==> src/cnsf_map.svh <==
// Function
// Receive flags clear only by writing one
// Clear ignored while setting condition persists
// Hard and soft reset clear receive flags
// Bus activity in sleep sets wakeup flag
// Receive warning: counter 96..127, no passive/off
// Transmit warning: counter 96..127, no passive/off
// Receive passive: counter 128..255, not bus-off
// Transmit passive: counter 128..255, not bus-off
// Bus-off above 255; clear after 128 idles
// Overrun sets flag; enabled gives error interrupt
// Full flag blocks background to foreground move
// CPU clears full flag after reading message
// CPU reads receive buffer only when full
// Enables route flags to their interrupt lines
// Soft reset holds receive enables reset
// Acknowledge read-only, empty write-one-clear, reset
// Empty set on send or granted abort
// CPU loads buffer, then clears empty flag
// Clearing empty also clears abort acknowledge
// Abort request CPU-set, cleared when empty sets
// Grant abort if unstarted or failed; flag both
// Never clear empty and request abort together
// Per-buffer enable gates transmit empty interrupt
// Soft reset aborts traffic, keeps error counters
// Interrupt lines are OR of enabled flags
`ifndef CNSF_MAP_SVH
`define CNSF_MAP_SVH
// Register byte addresses.
`define CNSF_A_CTL0 8'h00
`define CNSF_A_RFLG 8'h04
`define CNSF_A_RIER 8'h08
`define CNSF_A_TFLG 8'h0C
`define CNSF_A_TCTL 8'h10
`define CNSF_A_ECNT 8'h14
// Field positions.
`define CNSF_C0_SOFT  0
`define CNSF_C0_SLEEP 1
`define CNSF_RF_RXF  0
`define CNSF_RF_OVR  1
`define CNSF_RF_BOFF 2
`define CNSF_RF_TPAS 3
`define CNSF_RF_RPAS 4
`define CNSF_RF_TWRN 5
`define CNSF_RF_RWRN 6
`define CNSF_RF_WUP  7
`define CNSF_TF_TXE 0
`define CNSF_TF_ABK 4
`define CNSF_TC_IE  0
`define CNSF_TC_ABQ 4
`define CNSF_EC_TEC 8
// Reset values.
`define CNSF_RST_RFLG 8'h00
`define CNSF_RST_RIER 8'h00
`define CNSF_RST_TXE  3'h7
`define CNSF_RST_SOFT 1'h1
// Error counter thresholds.
`define CNSF_WARN_LO 8'h60
`define CNSF_WARN_HI 8'h7F
`define CNSF_PASS_LO 8'h80
`define CNSF_BOFF_LIM 9'h0FF
`define CNSF_RECOV_N 8'h80
`endif

==> src/cnsf_pkg.sv <==
package cnsf_pkg;
    // Status and events from the protocol engine, same clock.
    typedef struct packed {
        logic       sleep_mode;
        logic       bus_activity;
        logic [7:0] receive_error_counter;
        logic [8:0] transmit_error_counter;
        logic       recessive_seq;
        logic       overrun;
        logic       rx_msg_ok;
        logic [2:0] tx_sent;
        logic [2:0] tx_active;
        logic [2:0] tx_failed;
    } cnsf_eng_t;
    // Interrupt request lines.
    typedef struct packed {
        logic wakeup;
        logic error;
        logic receive;
        logic transmit;
    } cnsf_irq_t;
    typedef enum logic {CNSF_IDLE, CNSF_ANS} cnsf_bus_st_t;
endpackage

==> src/cnsf_status.sv <==
// The placing of the registers and the Avalon-MM interface to the registers are this design's own decisions.
`timescale 1ns/10ps
`include "cnsf_map.svh"
module cnsf_status
    import cnsf_pkg::*;
(
    input  wire logic        clk,
    input  wire logic        rst_n,
    input  wire logic [7:0]  address,
    input  wire logic        read,
    input  wire logic        write,
    input  wire logic [31:0] writedata,
    input  wire logic [3:0]  byteenable,
    output logic [31:0]      readdata,
    output logic             waitrequest,
    input  wire cnsf_eng_t   eng,
    output cnsf_irq_t        irq,
    output logic             soft_reset_out,
    output logic             fg_load,
    output logic [2:0]       tx_request,
    output logic [2:0]       abort_grant
);
    cnsf_bus_st_t st_q;
    cnsf_bus_st_t st_d;
    logic         soft_q;
    logic [7:0]   rflg_q;
    logic [7:0]   rier_q;
    logic [2:0]   txe_q;
    logic [2:0]   abtak_q;
    logic [2:0]   abtrq_q;
    logic [2:0]   txeie_q;
    logic [7:0]   recov_q;
    logic [31:0]  rdata_q;
    cnsf_irq_t    irq_q;
    logic [7:0]   wd;
    logic         wr_ok;
    logic         wr_ctl;
    logic         wr_rflg;
    logic         wr_rier;
    logic         wr_tflg;
    logic         wr_tctl;
    logic         hrst;
    logic [7:0]   rset;
    logic [7:0]   rhold;
    logic         rwarn_c;
    logic         twarn_c;
    logic         rpass_c;
    logic         tpass_c;
    logic         boff_c;
    logic         boff_hold;
    logic [2:0]   txe_set;
    logic [2:0]   txe_clr;
    logic [31:0]  rd_mux;

    // Bus handshake: every access sees exactly one wait cycle.
    always_comb begin
        st_d = st_q;
        case (st_q)
            CNSF_IDLE: if (read || write) st_d = CNSF_ANS;
            CNSF_ANS:  st_d = CNSF_IDLE;
            default:   st_d = CNSF_IDLE;
        endcase
    end

    always_ff @(posedge clk) begin
        if (!rst_n) begin
            st_q <= CNSF_IDLE;
        end else begin
            st_q <= st_d;
        end
    end

    assign waitrequest = (read || write) && (st_q != CNSF_ANS);
    assign readdata    = rdata_q;

    // Writes take effect on the edge where waitrequest is low.
    assign wd      = writedata[7:0];
    assign wr_ok   = (st_q == CNSF_ANS) && write && byteenable[0];
    assign wr_ctl  = wr_ok && (address == `CNSF_A_CTL0);
    assign wr_rflg = wr_ok && (address == `CNSF_A_RFLG);
    assign wr_rier = wr_ok && (address == `CNSF_A_RIER);
    assign wr_tflg = wr_ok && (address == `CNSF_A_TFLG);
    assign wr_tctl = wr_ok && (address == `CNSF_A_TCTL);

    // Held reset: hard reset or soft reset bit set.
    assign hrst = !rst_n || soft_q;

    // Soft reset bit; it tells the engine to abort and resync.
    always_ff @(posedge clk) begin
        if (!rst_n) begin
            soft_q <= `CNSF_RST_SOFT;
        end else if (wr_ctl) begin
            soft_q <= wd[`CNSF_C0_SOFT];
        end
    end

    assign soft_reset_out = soft_q;

    // Error state conditions from the engine counters.
    always_comb begin
        rwarn_c = (eng.receive_error_counter >= `CNSF_WARN_LO) && (eng.receive_error_counter <= `CNSF_WARN_HI)
                  && !rflg_q[`CNSF_RF_RPAS] && !rflg_q[`CNSF_RF_TPAS] && !rflg_q[`CNSF_RF_BOFF];
        twarn_c = (eng.transmit_error_counter >= {1'b0, `CNSF_WARN_LO}) && (eng.transmit_error_counter <= {1'b0, `CNSF_WARN_HI})
                  && !rflg_q[`CNSF_RF_RPAS] && !rflg_q[`CNSF_RF_TPAS] && !rflg_q[`CNSF_RF_BOFF];
        rpass_c = (eng.receive_error_counter >= `CNSF_PASS_LO) && !rflg_q[`CNSF_RF_BOFF];
        tpass_c = (eng.transmit_error_counter >= {1'b0, `CNSF_PASS_LO}) && (eng.transmit_error_counter <= `CNSF_BOFF_LIM)
                  && !rflg_q[`CNSF_RF_BOFF];
        boff_c  = eng.transmit_error_counter > `CNSF_BOFF_LIM;
    end

    // Bus-off recovery: count idle sequences while the flag stands.
    always_ff @(posedge clk) begin
        if (hrst || !rflg_q[`CNSF_RF_BOFF]) begin
            recov_q <= 8'h00;
        end else if (eng.recessive_seq && (recov_q != `CNSF_RECOV_N)) begin
            recov_q <= recov_q + 8'h01;
        end
    end

    assign boff_hold = boff_c || (recov_q != `CNSF_RECOV_N);

    // Set events and clear-blocking conditions per receive flag.
    always_comb begin
        rset = 8'h00;
        rset[`CNSF_RF_WUP]  = eng.sleep_mode && eng.bus_activity;
        rset[`CNSF_RF_RWRN] = rwarn_c;
        rset[`CNSF_RF_TWRN] = twarn_c;
        rset[`CNSF_RF_RPAS] = rpass_c;
        rset[`CNSF_RF_TPAS] = tpass_c;
        rset[`CNSF_RF_BOFF] = boff_c;
        rset[`CNSF_RF_OVR]  = eng.overrun;
        rset[`CNSF_RF_RXF]  = fg_load;
        rhold = rset;
        rhold[`CNSF_RF_BOFF] = boff_hold;
    end

    // Receive flags: set wins, one clears unless condition persists.
    genvar gi;
    generate
        for (gi = 0; gi < 8; gi++) begin : g_rflg
            always_ff @(posedge clk) begin
                if (hrst) begin
                    rflg_q[gi] <= 1'(`CNSF_RST_RFLG >> gi);
                end else if (rset[gi]) begin
                    rflg_q[gi] <= 1'b1;
                end else if (wr_rflg && wd[gi] && !rhold[gi]) begin
                    rflg_q[gi] <= 1'b0;
                end
            end
        end
    endgenerate

    // Foreground reload only while the full flag is clear.
    assign fg_load = eng.rx_msg_ok && !rflg_q[`CNSF_RF_RXF];

    // Receive interrupt enables, held reset during soft reset.
    always_ff @(posedge clk) begin
        if (hrst) begin
            rier_q <= `CNSF_RST_RIER;
        end else if (wr_rier) begin
            rier_q <= wd;
        end
    end

    // Transmit buffers: empty, acknowledge, request and enable.
    generate
        for (gi = 0; gi < 3; gi++) begin : g_tx
            assign abort_grant[gi] = abtrq_q[gi] && !txe_q[gi] && !hrst
                                     && (!eng.tx_active[gi] || eng.tx_failed[gi]);
            assign txe_set[gi] = eng.tx_sent[gi] || abort_grant[gi];
            assign txe_clr[gi] = wr_tflg && wd[`CNSF_TF_TXE + gi] && !txe_set[gi];

            always_ff @(posedge clk) begin
                if (hrst) begin
                    txe_q[gi] <= 1'(`CNSF_RST_TXE >> gi);
                end else if (txe_set[gi]) begin
                    txe_q[gi] <= 1'b1;
                end else if (txe_clr[gi]) begin
                    txe_q[gi] <= 1'b0;
                end
            end

            always_ff @(posedge clk) begin
                if (hrst) begin
                    abtak_q[gi] <= 1'b0;
                end else if (abort_grant[gi]) begin
                    abtak_q[gi] <= 1'b1;
                end else if (txe_clr[gi]) begin
                    abtak_q[gi] <= 1'b0;
                end
            end

            always_ff @(posedge clk) begin
                if (hrst) begin
                    abtrq_q[gi] <= 1'b0;
                end else if (txe_set[gi]) begin
                    abtrq_q[gi] <= 1'b0;
                end else if (wr_tctl && wd[`CNSF_TC_ABQ + gi] && !txe_q[gi]) begin
                    abtrq_q[gi] <= 1'b1;
                end
            end

            always_ff @(posedge clk) begin
                if (hrst) begin
                    txeie_q[gi] <= 1'b0;
                end else if (wr_tctl) begin
                    txeie_q[gi] <= wd[`CNSF_TC_IE + gi];
                end
            end
        end
    endgenerate

    // Scheduled buffers are those whose empty flag is clear.
    assign tx_request = ~txe_q;

    // Interrupt lines, registered so they leave from flops.
    always_ff @(posedge clk) begin
        if (!rst_n) begin
            irq_q <= '0;
        end else begin
            irq_q.wakeup   <= rflg_q[`CNSF_RF_WUP] && rier_q[`CNSF_RF_WUP];
            irq_q.error    <= |(rflg_q[`CNSF_RF_RWRN:`CNSF_RF_OVR] & rier_q[`CNSF_RF_RWRN:`CNSF_RF_OVR]);
            irq_q.receive  <= rflg_q[`CNSF_RF_RXF] && rier_q[`CNSF_RF_RXF];
            irq_q.transmit <= |(txe_q & txeie_q);
        end
    end

    assign irq = irq_q;

    // Read mux; unmapped addresses read as zero.
    always_comb begin
        rd_mux = 32'h0000_0000;
        case (address)
            `CNSF_A_CTL0: begin
                rd_mux[`CNSF_C0_SOFT]  = soft_q;
                rd_mux[`CNSF_C0_SLEEP] = eng.sleep_mode;
            end
            `CNSF_A_RFLG: rd_mux[7:0] = rflg_q;
            `CNSF_A_RIER: rd_mux[7:0] = rier_q;
            `CNSF_A_TFLG: begin
                rd_mux[`CNSF_TF_TXE +: 3] = txe_q;
                rd_mux[`CNSF_TF_ABK +: 3] = abtak_q;
            end
            `CNSF_A_TCTL: begin
                rd_mux[`CNSF_TC_IE +: 3]  = txeie_q;
                rd_mux[`CNSF_TC_ABQ +: 3] = abtrq_q;
            end
            `CNSF_A_ECNT: begin
                rd_mux[7:0]               = eng.receive_error_counter;
                rd_mux[`CNSF_EC_TEC +: 9] = eng.transmit_error_counter;
            end
            default: rd_mux = 32'h0000_0000;
        endcase
    end

    // Read data is captured in the wait cycle and stands at the answer.
    always_ff @(posedge clk) begin
        if (!rst_n) begin
            rdata_q <= 32'h0000_0000;
        end else if ((st_q == CNSF_IDLE) && read) begin
            rdata_q <= rd_mux;
        end
    end
endmodule

==> config.mk <==
export PLATFORM = sky130hd
export DESIGN_NAME = cnsf_status
export DESIGN_NICKNAME = d
export VERILOG_FILES = /design/src/cnsf_pkg.sv /design/src/cnsf_status.sv
export VERILOG_INCLUDE_DIRS = /design/src
export SDC_FILE = /design/constraint.sdc
export NUM_CORES = 1
export LEC_CHECK = 0
export BUFFER_PORTS_ARGS = -buffer_cell sky130_fd_sc_hd__buf_2
export CORE_MARGIN = 2
export CORE_UTILIZATION = 46
export CTS_BUF_LIST = sky130_fd_sc_hd__clkbuf_16
export DETAILED_ROUTE_END_ITERATION = 12
export PLACE_DENSITY = 0.78
export SLEW_MARGIN = 10
export SYNTH_ARGS = -nofsm -noshare
export SYNTH_HDL_FRONTEND = slang
export SYNTH_SLANG_ARGS = --single-unit
==> constraint.sdc <==
create_clock -name clk -period 3.75 [get_ports clk]
set_clock_uncertainty 0.1 [all_clocks]
set_input_delay 0.375 -clock clk [delete_from_list [all_inputs] [get_ports clk]]
set_output_delay 0.375 -clock clk [all_outputs]
set_load 0.02 [all_outputs]
# == Word level (Yosys, flattened, before mapping) ==
# Index checks and enable logic that the tools add are counted.
# classes
muxes,30
eq_ne,6
reduce_logical,112
n_lt_le_gt_ge,8
addsub,1
bitwise_logic,4
# ops
op,count
$logic_and 1x1->1,62
$logic_not 1->1,23
$mux 1,23
$reduce_bool 2->1,11
$eq 8x4->1 const B,2
$eq 8x5->1 const B,2
$pmux 3 s5,1
$pmux 2 s6,1
$logic_or 1x1->1,10
$ge 9x7->1 const B,1
$ge 9x8->1 const B,1
$gt 9x8->1 const B,1
$le 9x7->1 const B,1
$le 9x8->1 const B,1
$mux 9,1
$add 8x1->8 const B,1
$eq 8x3->1 const B,1
$ge 8x7->1 const B,1
$ge 8x8->1 const B,1
$le 8x7->1 const B,1
$logic_not 8->1,1
$ne 8x8->1 const B,1
$and 6x6->6,1
$pmux 1 s3,2
other kinds (8),10
# word_totals
register_bits,59
out_inout_bits,45
wordCells,190

# == Logic depth before layout (Yosys ltp) ==
# Gate-level depths: netlist (run 1).
# depth
word_depth,10
depth_mapped,6

# == Least setup slack after synthesis (run 1) ==
# Ideal clock, no wire load.
# synth_path
path_type,input port to flip-flop
start,input address[7]
end,register rflg_q[4]
cell_stages,6
path_buffers,2
path_slack_ns,1.787
setup_time_ns,0.132
arrival_ns,1.730
cell_sequence,or2_2 -> buf_2 -> or4_1 -> clkbuf_1 -> o31ai_1 -> a21oi_1
# synth_between
elab_chain_cells,5
# synth_rtl
item,line,text
"start, declared",cnsf_status.sv:9,"input wire logic [7:0] address,"
$eq 8x3->1,n/a,
$logic_and 1x1->1,cnsf_status.sv:80,assign wr_rflg = wr_ok && (address == `CNSF_A_RFLG);
$logic_and 1x1->1 (2 in a row),cnsf_status.sv:146,end else if (wr_rflg && wd[gi] && !rhold[gi]) begin
$reduce_bool 2->1 (no source line),n/a,
"end signal, assigned by index",cnsf_status.sv:143,rflg_q[gi] <= 1'(`CNSF_RST_RFLG >> gi);
"end, declared",cnsf_status.sv:26,logic [7:0] rflg_q;
# Every way passes these cells.
# A chain may end at the register's enable or synchronous reset.

# == Final worst setup path (run 1) ==
# layout_path
start,"register soft_q, in the netlist soft_reset_out"
end,output abort_grant[2]
# layout_between
elab_chain_cells,4
# layout_rtl
item,line,text
"start, declared",cnsf_status.sv:25,logic soft_q;
"start signal, assigned",cnsf_status.sv:91,soft_q <= `CNSF_RST_SOFT;
"start signal, assigned",cnsf_status.sv:93,soft_q <= wd[`CNSF_C0_SOFT];
$logic_or 1x1->1,cnsf_status.sv:86,assign hrst = !rst_n || soft_q;
$logic_not 1->1,cnsf_status.sv:168,assign abort_grant[gi] = abtrq_q[gi] && !txe_q[gi] && !hrst
$logic_and 1x1->1,cnsf_status.sv:168,
$logic_and 1x1->1,cnsf_status.sv:169,&& (!eng.tx_active[gi] || eng.tx_failed[gi]);
"end, declared",cnsf_status.sv:21,output logic [2:0] abort_grant
# Every way passes these cells.

==> reports/qor.yml, run 1 <==
sta:
  finalSetupViolCount: 0
  tns_ns: 0
  rsz0062_at_grt: "no"
  layout_min_cycle_time_ns: 2.29
  max_freq_mhz: 436
  hold-worst-slack_ns: 0.137
  fin_crit_sh_pct: 61.1
  hold_viol_final: 0
  worst_pin_slew_ns: 0.805
  max_slew_margin_pct: 45.9
  final_max_slew_viol_count: 0
global_route:
  grt_max_degree: 24
  grt_util_all_layers_pct: 22.0
  antenna_found_initial: 0
  first_global_vias: 2511
  grt_pass1_wl_microns: 12200
  grt_remaining_overflow: 0
layout:
  final_nets: 486
  drive_gt1_share_pct: 28.0
  design_area_sq_mm: 0.00358
  fill_cells: 539
  final_core_util_pct: 59.8
  areaGrowthSynthToFinish_pct: 23.9
  diodes: 0
cts:
  cts-htree-levels: 3
  post_cts_buffers: 0
  post_cts_resized: 0
  clockRootBuffer: "clkbuf_16"
  clkTransAtPathRegs_ns: 0.05
  cts_tree: "yes"
  cts.sinks: 59
  insertion_delay_ns: 0.33
  cts_hold_buffers: 0
  cts_made_buffers: 9
  clk_path_buf_depth: 2
worst_setup_path:
  endpoint_kind: "output pin"
  crit_type: "flip-flop to output pin"
  crit_slowest_cell: "nand2b_1"
  cp_cell_sequence: "nand2b_1, buf_4, nor2_1, buf_2"
  critical_path_peak_fanout: 15
  crit_required_ns: 3.27
  cpLargestDelayFamily: "simple AND/OR/NAND/NOR gates"
  critPathMaxStageDelay_ns: 0.56
  path_buf_inv: 2
  cp-start-kind: "flip-flop"
  worstPathArrival_ns: 1.82
floorplanning:
  die_w_microns: 83.3
  start_util_pct: 48.2
  io_pins: 124
  core_sq_mm: 0.00599
  row_count: 28
  die_y_microns: 83.3
  dieArea_sq_mm: 0.00693
placed_design:
  hpwlAfterDp_microns: 5490
  portBuffers: 81
  place_congestion: 0.899
  placed_cell_area_sq_mm: 0.00327
power:
  ir_drop_v: 0.000253
  p_leak_nw: 1.46
  p_per_area_mw_per_mm2: 453
  power_w: 0.00162
outcome:
  status: "finished clean"
route:
  vias: 2803
  firstDrtPassIters: 4
  drt_iter0_markers: 191
  drtAntennaViolNets: 0
  drc: 0
  wl_microns: 7770
  vias_per_cell: 5.78
  wl_per_cell_microns: 16.0
synthesis:
  synth_common_cells: "dfxtp_1 (59), nor2_1 (36), a21oi_1 (22)"
  yosysTopAreaCellShare_pct: 40.9
  synthArstFlopShare_pct: 0
  yosysSeqAreaShare_pct: 40.9
  synth_cells: 330
  synth.most_common_cell: "dfxtp_1"
  synth_edf_count: 0
  ys_warn_count: 0
  syn_avg_cell_area_sq_um: 8.76
  synth_top_flop_cell: "dfxtp_1"
  synth_area_leaders: "dfxtp_1 (41%), nor2_1 (4.7%), mux2i_1 (4.5%), buf_4 (3.9%), a21oi_1 (3.8%)"
  synth_seq_cells: 59
  syn_area_sq_mm: 0.00289
  synth_top_cell_by_area: "dfxtp_1"
  synth_cell_types: 50
job:
  max-cap-violations: 0
hold_path:
  hold_class: "input pin to flip-flop"
==> cells in the final DEF (no fill, tap or decap), types with 2 or more instances in the layout <==
cell	count
a2111o_1	3
a21oi_1	22
a221oi_1	6
a22o_1	2
a22oi_1	3
a311oi_1	2
a31oi_1	5
a41oi_1	3
and2_1	2
and3_1	6
buf_2	81
buf_4	3
bufinv_16	2
clkbuf_16	9
clkinv_2	4
conb_1	15
dfxtp_1	59
ha_1	2
inv_1	11
mux2_2	8
mux2i_1	13
mux4_2	2
nand2_1	17
nand2b_1	13
nand3_1	9
nand4_1	15
nand4b_1	2
nor2_1	36
nor2b_1	3
nor3_1	3
nor4_1	6
o21ai_0	16
o22ai_1	2
o31ai_1	3
or4_1	2
xnor2_1	3
xor2_1	4
==> cells by family (layout without fill, tap and decap cells) <==
kind of cell / after synthesis / after routing / synth area share (%)
flip-flops: 59 / 59 / 40.9
AND/OR/NAND/NOR: 124 / 124 / 23.2
multiplexers: 23 / 23 / 9.18
buffers and inverters: 44 / 110 / 8.01
AO/OA/AOI/OAI: 70 / 70 / 15.6
XOR/XNOR: 7 / 7 / 2.12
other: 1 / 15 / 0.130
adder cells (fa/ha/maj): 2 / 2 / 0.866
==> routing by layer <==
metal | global-route usage (%) | up-vias | part of all wire [%]
met2 | 34.1 | 139 | 45
met3 | 4.57 | 21 | 8.4
met5 | 0 | - | 0
li1 | - | 1330 | -
met4 | 11.5 | 0 | 3.2
met1 | 28.7 | 1313 | 43
==> per-stage QoR <==
step           cells  setup slack [ns]
2_1_floorplan    344              1.79
3_3_place_gp     469              1.43
3_5_place_dp     469              1.42
4_1_cts          485              1.50
5_1_grt          485              1.40
6_report         485              1.46
==> layout make-up <==
class                           instances  area, sq um  share of cell area, %
Sequential cell                        59         1180                   33.0
Tap cell                               75         93.8                   2.62
Timing Repair Buffer                   84          428                   12.0
Inverter                               10         37.5                   1.05
Multi-Input combinational cell        241         1530                   42.7
Clock inverter                          7         83.8                   2.34
Clock buffer                            9          225                   6.29
==> registers in the layout, summed over array words and instances, names as in the netlist <==
signal / flops
abtak_q: 3
abtrq_q: 3
irq: 4
readdata: 17
recov_q: 8
rflg_q: 8
rier_q: 8
soft_reset_out: 1
st_q: 1
txe_q: 3
txeie_q: 3
==> worst paths after layout <==
kind	from	end	slack, ns	cells after the start
worst max-delay path	soft_reset_out$_SDFFE_PN1P_	abort_grant[2]	1.46	4
worst min-delay path	eng[7]	abtrq_q[1]$_SDFFE_PP0P_	0.14	2
worst max register to register	st_q$_SDFF_PP0_	rflg_q[6]$_SDFFE_PN0P_	1.67	4
worst min register to register	readdata[11]$_SDFFE_PN0P_	readdata[11]$_SDFFE_PN0P_	0.35	2
==> report_power, final <==
part,switching (W),internal [W]
clock,0.000284,0.000573
combinational,0.0000825,0.0000467
sequential,0.00000305,0.000633
total,0.000370,0.00125
No activity file was read; power rests on OpenSTA's default activity.
==> run 2: changes to the inputs <==
==> constraint.sdc (replaced) <==
create_clock -name clk -period 2.3 [get_ports clk]
set_clock_uncertainty 0.1 [all_clocks]
set_input_delay 0.23 -clock clk [delete_from_list [all_inputs] [get_ports clk]]
set_output_delay 0.23 -clock clk [all_outputs]
set_load 0.02 [all_outputs]
==> run 2 against run 1 <==
Against the previous run: worst setup slack got worse by 1.2 ns; global-route usage rose by 0.088 points; critical path depth rose by 2; sequential cell count did not move; clock power rose by 48%; sequential power rose by 64%; combinational power rose by 67%; critical endpoint is now recov_q[1]$_SDFFE_PP0P_.
==> reports/qor.yml, run 2 (synthesized netlist as in run 1, its figures left out) <==
outcome:
  status: "finished clean"  # unchanged
power:
  p_per_area_mw_per_mm2: 699  # was 453 mW/mm^2
  p_leak_nw: 1.48  # was 1.46 nW
  ir_drop_v: 0.000444  # was 0.000253 V
route:
  firstDrtPassIters: 5  # was 4
  vias: 2804  # was 2803
  drt_iter0_markers: 186  # was 191
  vias_per_cell: 5.70  # was 5.78
  wl_microns: 7690  # was 7770 microns
  drc: 0  # unchanged
  wl_per_cell_microns: 15.6  # was 16.0 microns
  drtAntennaViolNets: 0  # unchanged
floorplanning:
  die_w_microns: 83.3  # unchanged
  start_util_pct: 48.2  # unchanged
  core_sq_mm: 0.00599  # unchanged
  io_pins: 124  # unchanged
  row_count: 28  # unchanged
  die_y_microns: 83.3  # unchanged
  dieArea_sq_mm: 0.00693  # unchanged
sta:
  tns_ns: 0  # unchanged
  max_freq_mhz: 487
  final_max_slew_viol_count: 0  # unchanged
  worst_pin_slew_ns: 0.682  # was 0.805 ns
  finalSetupViolCount: 0  # unchanged
  hold_viol_final: 0  # unchanged
  max_slew_margin_pct: 54.6  # was 45.9%
  rsz0062_at_grt: "no"  # unchanged
  fin_crit_sh_pct: 89.3
  layout_min_cycle_time_ns: 2.05
layout:
  drive_gt1_share_pct: 28.8  # was 28.0%
  fill_cells: 530  # was 539
  mostFrequentLayoutCell: "buf_2"  # unchanged
  final_nets: 493  # was 486
  multi_input_area_sq_mm: 0.00153  # unchanged
  final_cell_mix: "buf_2 (81), dfxtp_1 (59), nor2_1 (36)"  # unchanged
  final_cells: 492  # was 485
  largest_reg_flops: 17  # unchanged
  diodes: 0  # unchanged
  design_area_sq_mm: 0.00361  # was 0.00358 sq mm
  regArea_sq_mm: 0.00118  # unchanged
  areaGrowthSynthToFinish_pct: 24.9  # was 23.9%
cts:
  cts-htree-levels: 3  # unchanged
  cts_tree: "yes"  # unchanged
  clk_path_buf_depth: 2  # unchanged
  cts_made_buffers: 9  # unchanged
  post_cts_buffers: 0  # unchanged
  clkTransAtPathRegs_ns: 0.05  # about the same
  cts.sinks: 59  # unchanged
  insertion_delay_ns: 0.32  # was 0.33 ns
  post_cts_resized: 0  # unchanged
  clockRootBuffer: "clkbuf_16"  # unchanged
global_route:
  grt.met3_usage_pct: 5.17  # was 4.57%
  grt_max_degree: 24  # unchanged
  first_global_vias: 2535  # was 2511
  top_usage_layer: "met2"  # unchanged
  grt_util_all_layers_pct: 22.1  # was 22.0%
  gr-usage-met2_pct: 34.7  # was 34.1%
  use_met1_pct: 29.7  # was 28.7%
  antenna_found_initial: 0  # unchanged
  grt_remaining_overflow: 0  # unchanged
  grt_pass1_wl_microns: 12400  # was 12200 microns
placed_design:
  portBuffers: 81  # unchanged
  place_inst: 475  # was 469
  hpwlAfterDp_microns: 5600  # was 5490 microns
  placed_cell_area_sq_mm: 0.00332  # was 0.00327 sq mm
  place_congestion: 0.871  # was 0.899
worst_setup_path:
  endpoint_kind: "flip-flop"  # was output pin
  critical_path_peak_fanout: 3  # was 15
  crit_required_ns: 2.40  # was 3.27 ns
  cp-start-kind: "flip-flop"  # unchanged
  crit_type: "flip-flop to flip-flop"  # was flip-flop to output pin
  worstPathArrival_ns: 2.15  # was 1.82 ns
hold_path:
  hold_class: "input pin to flip-flop"  # unchanged
job:
  max-cap-violations: 0  # unchanged
run 2: final timing paths:
path	slack, ns	cells after the start	startpoint	to
max	0.25	6	recov_q[0]$_SDFFE_PP0P_	recov_q[1]$_SDFFE_PP0P_
min	0.005	2	eng[6]	abtrq_q[0]$_SDFFE_PP0P_
max reg2reg	0.25	6	recov_q[0]$_SDFFE_PP0P_	recov_q[1]$_SDFFE_PP0P_
min reg2reg	0.35	2	readdata[16]$_SDFFE_PN0P_	readdata[16]$_SDFFE_PN0P_
run 2: report_power, final:
| part | internal [W] | switching [W] | leakage [nW] |
|---|---|---|---|
| clock | 0.000823 | 0.000450 | 0.144 |
| sequential | 0.00103 | 0.00000437 | 0.477 |
| combinational | 0.0000793 | 0.000135 | 0.861 |
run 2: critical path, cell delays in order (launching register included):
cell	delay (ns)
dfxtp_1	0.32
inv_1	0.09
ha_1	0.15
or4b_2	0.63
o21ai_0	0.36
mux2i_1	0.24
nor2_1	0.05
run 2: timing repair:
action                                  CTS  global route
endpoints found under the setup margin    0             0
hold buffers                              1             0
hold endpoints to repair                  1             0
run 2: routing by layer:
layer / share of wire, % / vias to the layer above
li1: - / 1339
met1: 46 / 1317
met5: 0 / -
met2: 45 / 133
met4: 1.7 / 0
met3: 7.6 / 15
run 2: area by class of cell:
class / instances / share of cell area, %
multi-input combinational: 241 / 42.4
sequential: 59 / 32.7
timing repair buffer: 91 / 13.4
clock buffer: 9 / 6.24
tap: 75 / 2.60
clock inverter: 7 / 1.66
inverter: 10 / 1.04
run 2: stage by stage:
stage	power [W]	hold WS, ns	utilization [%]	worst slack [ns]
after detailed placement	0.00127	0.330	55.3	0.253
after CTS	0.00253	0.00239	60.3	0.233
after floorplan	0.00120	0.209	-	0.400
after global routing	0.00260	0.00937	60.3	0.0746
final	0.00252	0.00549	60.3	0.247
after global placement	0.00126	0.331	55.3	0.304
==> run 3: changes to the inputs <==
--- a/config.mk
+++ b/config.mk
@@ -8,10 +8,9 @@
 export LEC_CHECK = 0
 export BUFFER_PORTS_ARGS = -buffer_cell sky130_fd_sc_hd__buf_2
 export CORE_MARGIN = 2
-export CORE_UTILIZATION = 46
+export CORE_UTILIZATION = 25
 export CTS_BUF_LIST = sky130_fd_sc_hd__clkbuf_16
 export DETAILED_ROUTE_END_ITERATION = 12
-export PLACE_DENSITY = 0.78
 export SLEW_MARGIN = 10
 export SYNTH_ARGS = -nofsm -noshare
 export SYNTH_HDL_FRONTEND = slang
==> run 3 against run 2 <==
Against the previous run: via count fell by 0.78%; clock-buffer cell count unchanged; sequential power about the same; largest cell class unchanged; critical path depth unchanged; non-clock buffer count grew 1.
==> reports/qor.yml, run 3 (synthesized netlist as in run 1, its figures left out) <==
outcome:
  status: "finished clean"  # unchanged
route:
  vias_per_cell: 4.95  # was 5.70
  firstDrtPassIters: 5  # unchanged
  wl_microns: 8960  # was 7690 microns
  vias: 2782  # was 2804
  wl_per_cell_microns: 15.9  # was 15.6 microns
  drtAntennaViolNets: 0  # unchanged
  drt_iter0_markers: 164  # was 186
  drc: 0  # unchanged
floorplanning:
  core_sq_mm: 0.0114  # was 0.00599 sq mm
  dieArea_sq_mm: 0.0124  # was 0.00693 sq mm
  die_w_microns: 112  # was 83.3 microns
  die_y_microns: 112  # was 83.3 microns
  row_count: 39  # was 28
  start_util_pct: 25.4  # was 48.2%
  io_pins: 124  # unchanged
power:
  power_w: 0.00264  # was 0.00252 W
  p_leak_nw: 1.50  # was 1.48 nW
  p_per_area_mw_per_mm2: 708  # was 699 mW/mm^2
  ir_drop_v: 0.000294  # was 0.000444 V
worst_setup_path:
  crit_path_start: "recov_q[0]$_SDFFE_PP0P_"  # unchanged
  cp_cell_sequence: "inv_1, ha_1, or4b_2, o21ai_0, mux2i_1, nor2_1"  # unchanged
  cpLargestDelayFamily: "simple AND/OR/NAND/NOR gates"  # unchanged
  endpoint_kind: "flip-flop"  # unchanged
  crit_type: "flip-flop to flip-flop"  # unchanged
  crit_required_ns: 2.40  # about the same
  path_buf_inv: 1  # unchanged
  critical_path_peak_fanout: 3  # unchanged
  worstPathArrival_ns: 2.14  # was 2.15 ns
  cp-start-kind: "flip-flop"  # unchanged
  critPathMaxStageDelay_ns: 0.63  # about the same
  rr_startpoint: "recov_q[0]$_SDFFE_PP0P_"  # unchanged
  crit_slowest_cell: "or4b_2"  # unchanged
cts:
  cts_made_buffers: 9  # unchanged
  post_cts_buffers: 0  # unchanged
  cts_tree: "yes"  # unchanged
  clk_path_buf_depth: 2  # unchanged
  post_cts_resized: 0  # unchanged
  cts_hold_buffers: 1  # unchanged
  clockRootBuffer: "clkbuf_16"  # unchanged
  clkTransAtPathRegs_ns: 0.05  # about the same
  cts-htree-levels: 3  # unchanged
  insertion_delay_ns: 0.32  # about the same
  cts.sinks: 59  # unchanged
job:
  max-cap-violations: 0  # unchanged
sta:
  finalSetupViolCount: 0  # unchanged
  hold_viol_final: 0  # unchanged
  final_max_slew_viol_count: 0  # unchanged
  layout_min_cycle_time_ns: 2.05  # about the same
  fin_crit_sh_pct: 88.9  # was 89.3%
  max_freq_mhz: 489  # was 487 MHz
  worst_pin_slew_ns: 0.715  # was 0.682 ns
  max_slew_margin_pct: 52.4  # was 54.6%
  postLayoutSetupSlackWorst_ns: 0.255  # was 0.247 ns
  hold-worst-slack_ns: 0.0148  # was 0.00549 ns
  tns_ns: 0  # unchanged
  rsz0062_at_grt: "no"  # unchanged
placed_design:
  portBuffers: 81  # unchanged
  place_congestion: 0.810  # was 0.871
  dp_slack_ns: 0.264  # was 0.253 ns
  hpwlAfterDp_microns: 6830  # was 5600 microns
layout:
  regArea_sq_mm: 0.00118  # unchanged
  areaGrowthSynthToFinish_pct: 29.0  # was 24.9%
  mostFrequentLayoutCell: "buf_2"  # unchanged
  multi_input_area_sq_mm: 0.00153  # unchanged
  final_core_util_pct: 32.8  # was 60.3%
  fill_cells: 1206  # was 530
  drive_gt1_share_pct: 29.2  # was 28.8%
  largest_reg_flops: 17  # unchanged
  final_cell_mix: "buf_2 (81), dfxtp_1 (59), nor2_1 (36)"  # unchanged
  final_nets: 494  # was 493
global_route:
  grt_max_degree: 24  # unchanged
  first_global_vias: 2680  # was 2535
  antenna_found_initial: 0  # unchanged
  grt_remaining_overflow: 0  # unchanged
  grt_pass1_wl_microns: 14200  # was 12400 microns
  grt_util_all_layers_pct: 14.5  # was 22.1%
hold_path:
  hp-start: "eng[8]"  # was eng[6]
  hold_class: "input pin to flip-flop"  # unchanged
-- run 3: changes by cell type in the layout (fill, tap and decap cells not counted), sizes merged --
cell | previous run | this run
buf | 90 | 91
diode | 0 | 1
clkinvlp | 1 | 0
bufinv | 1 | 2
-- run 3: area by class of cell --
type | instances | area share, %
Tap cell | 143 | 4.80
Antenna cell | 1 | 0.0671
Multi-Input combinational cell | 241 | 41.0
Sequential cell | 59 | 31.7
Timing Repair Buffer | 92 | 13.1
Clock buffer | 9 | 6.04
Clock inverter | 7 | 2.25
Inverter | 10 | 1.01
-- run 3: final timing paths --
check	end	slack, ns	cells past startpoint
hold reg to reg	readdata[12]$_SDFFE_PN0P_	0.35	2
setup reg to reg	recov_q[1]$_SDFFE_PP0P_	0.25	6
setup / recovery	recov_q[1]$_SDFFE_PP0P_	0.25	6
hold / removal	abtrq_q[2]$_SDFFE_PP0P_	0.01	2
-- run 3: power breakdown --
part	internal [W]	leakage (nW)	total [W]	switching (W)
Clock	0.000934	0.160	0.00138	0.000446
Combinational	0.0000794	0.865	0.000221	0.000142
Sequential	0.00103	0.477	0.00104	0.00000539
Total	0.00205	1.50	0.00264	0.000593
-- run 3: metrics by stage --
stage                     cell area (sq um)  std cells
final                                  3730        562
after global routing                   3730        561
after CTS                              3730        561
after detailed placement               3410        544
after global placement                 3410        544
after floorplan                        2940        344
-- run 3: per-layer routing --
layer	share of wire (%)	global-route usage, %	vias up
met5	0	0	-
met4	1.4	4.36	0
met3	5.7	4.84	8
met2	48	23.9	84
met1	45	17.9	1348
li1	-	-	1342
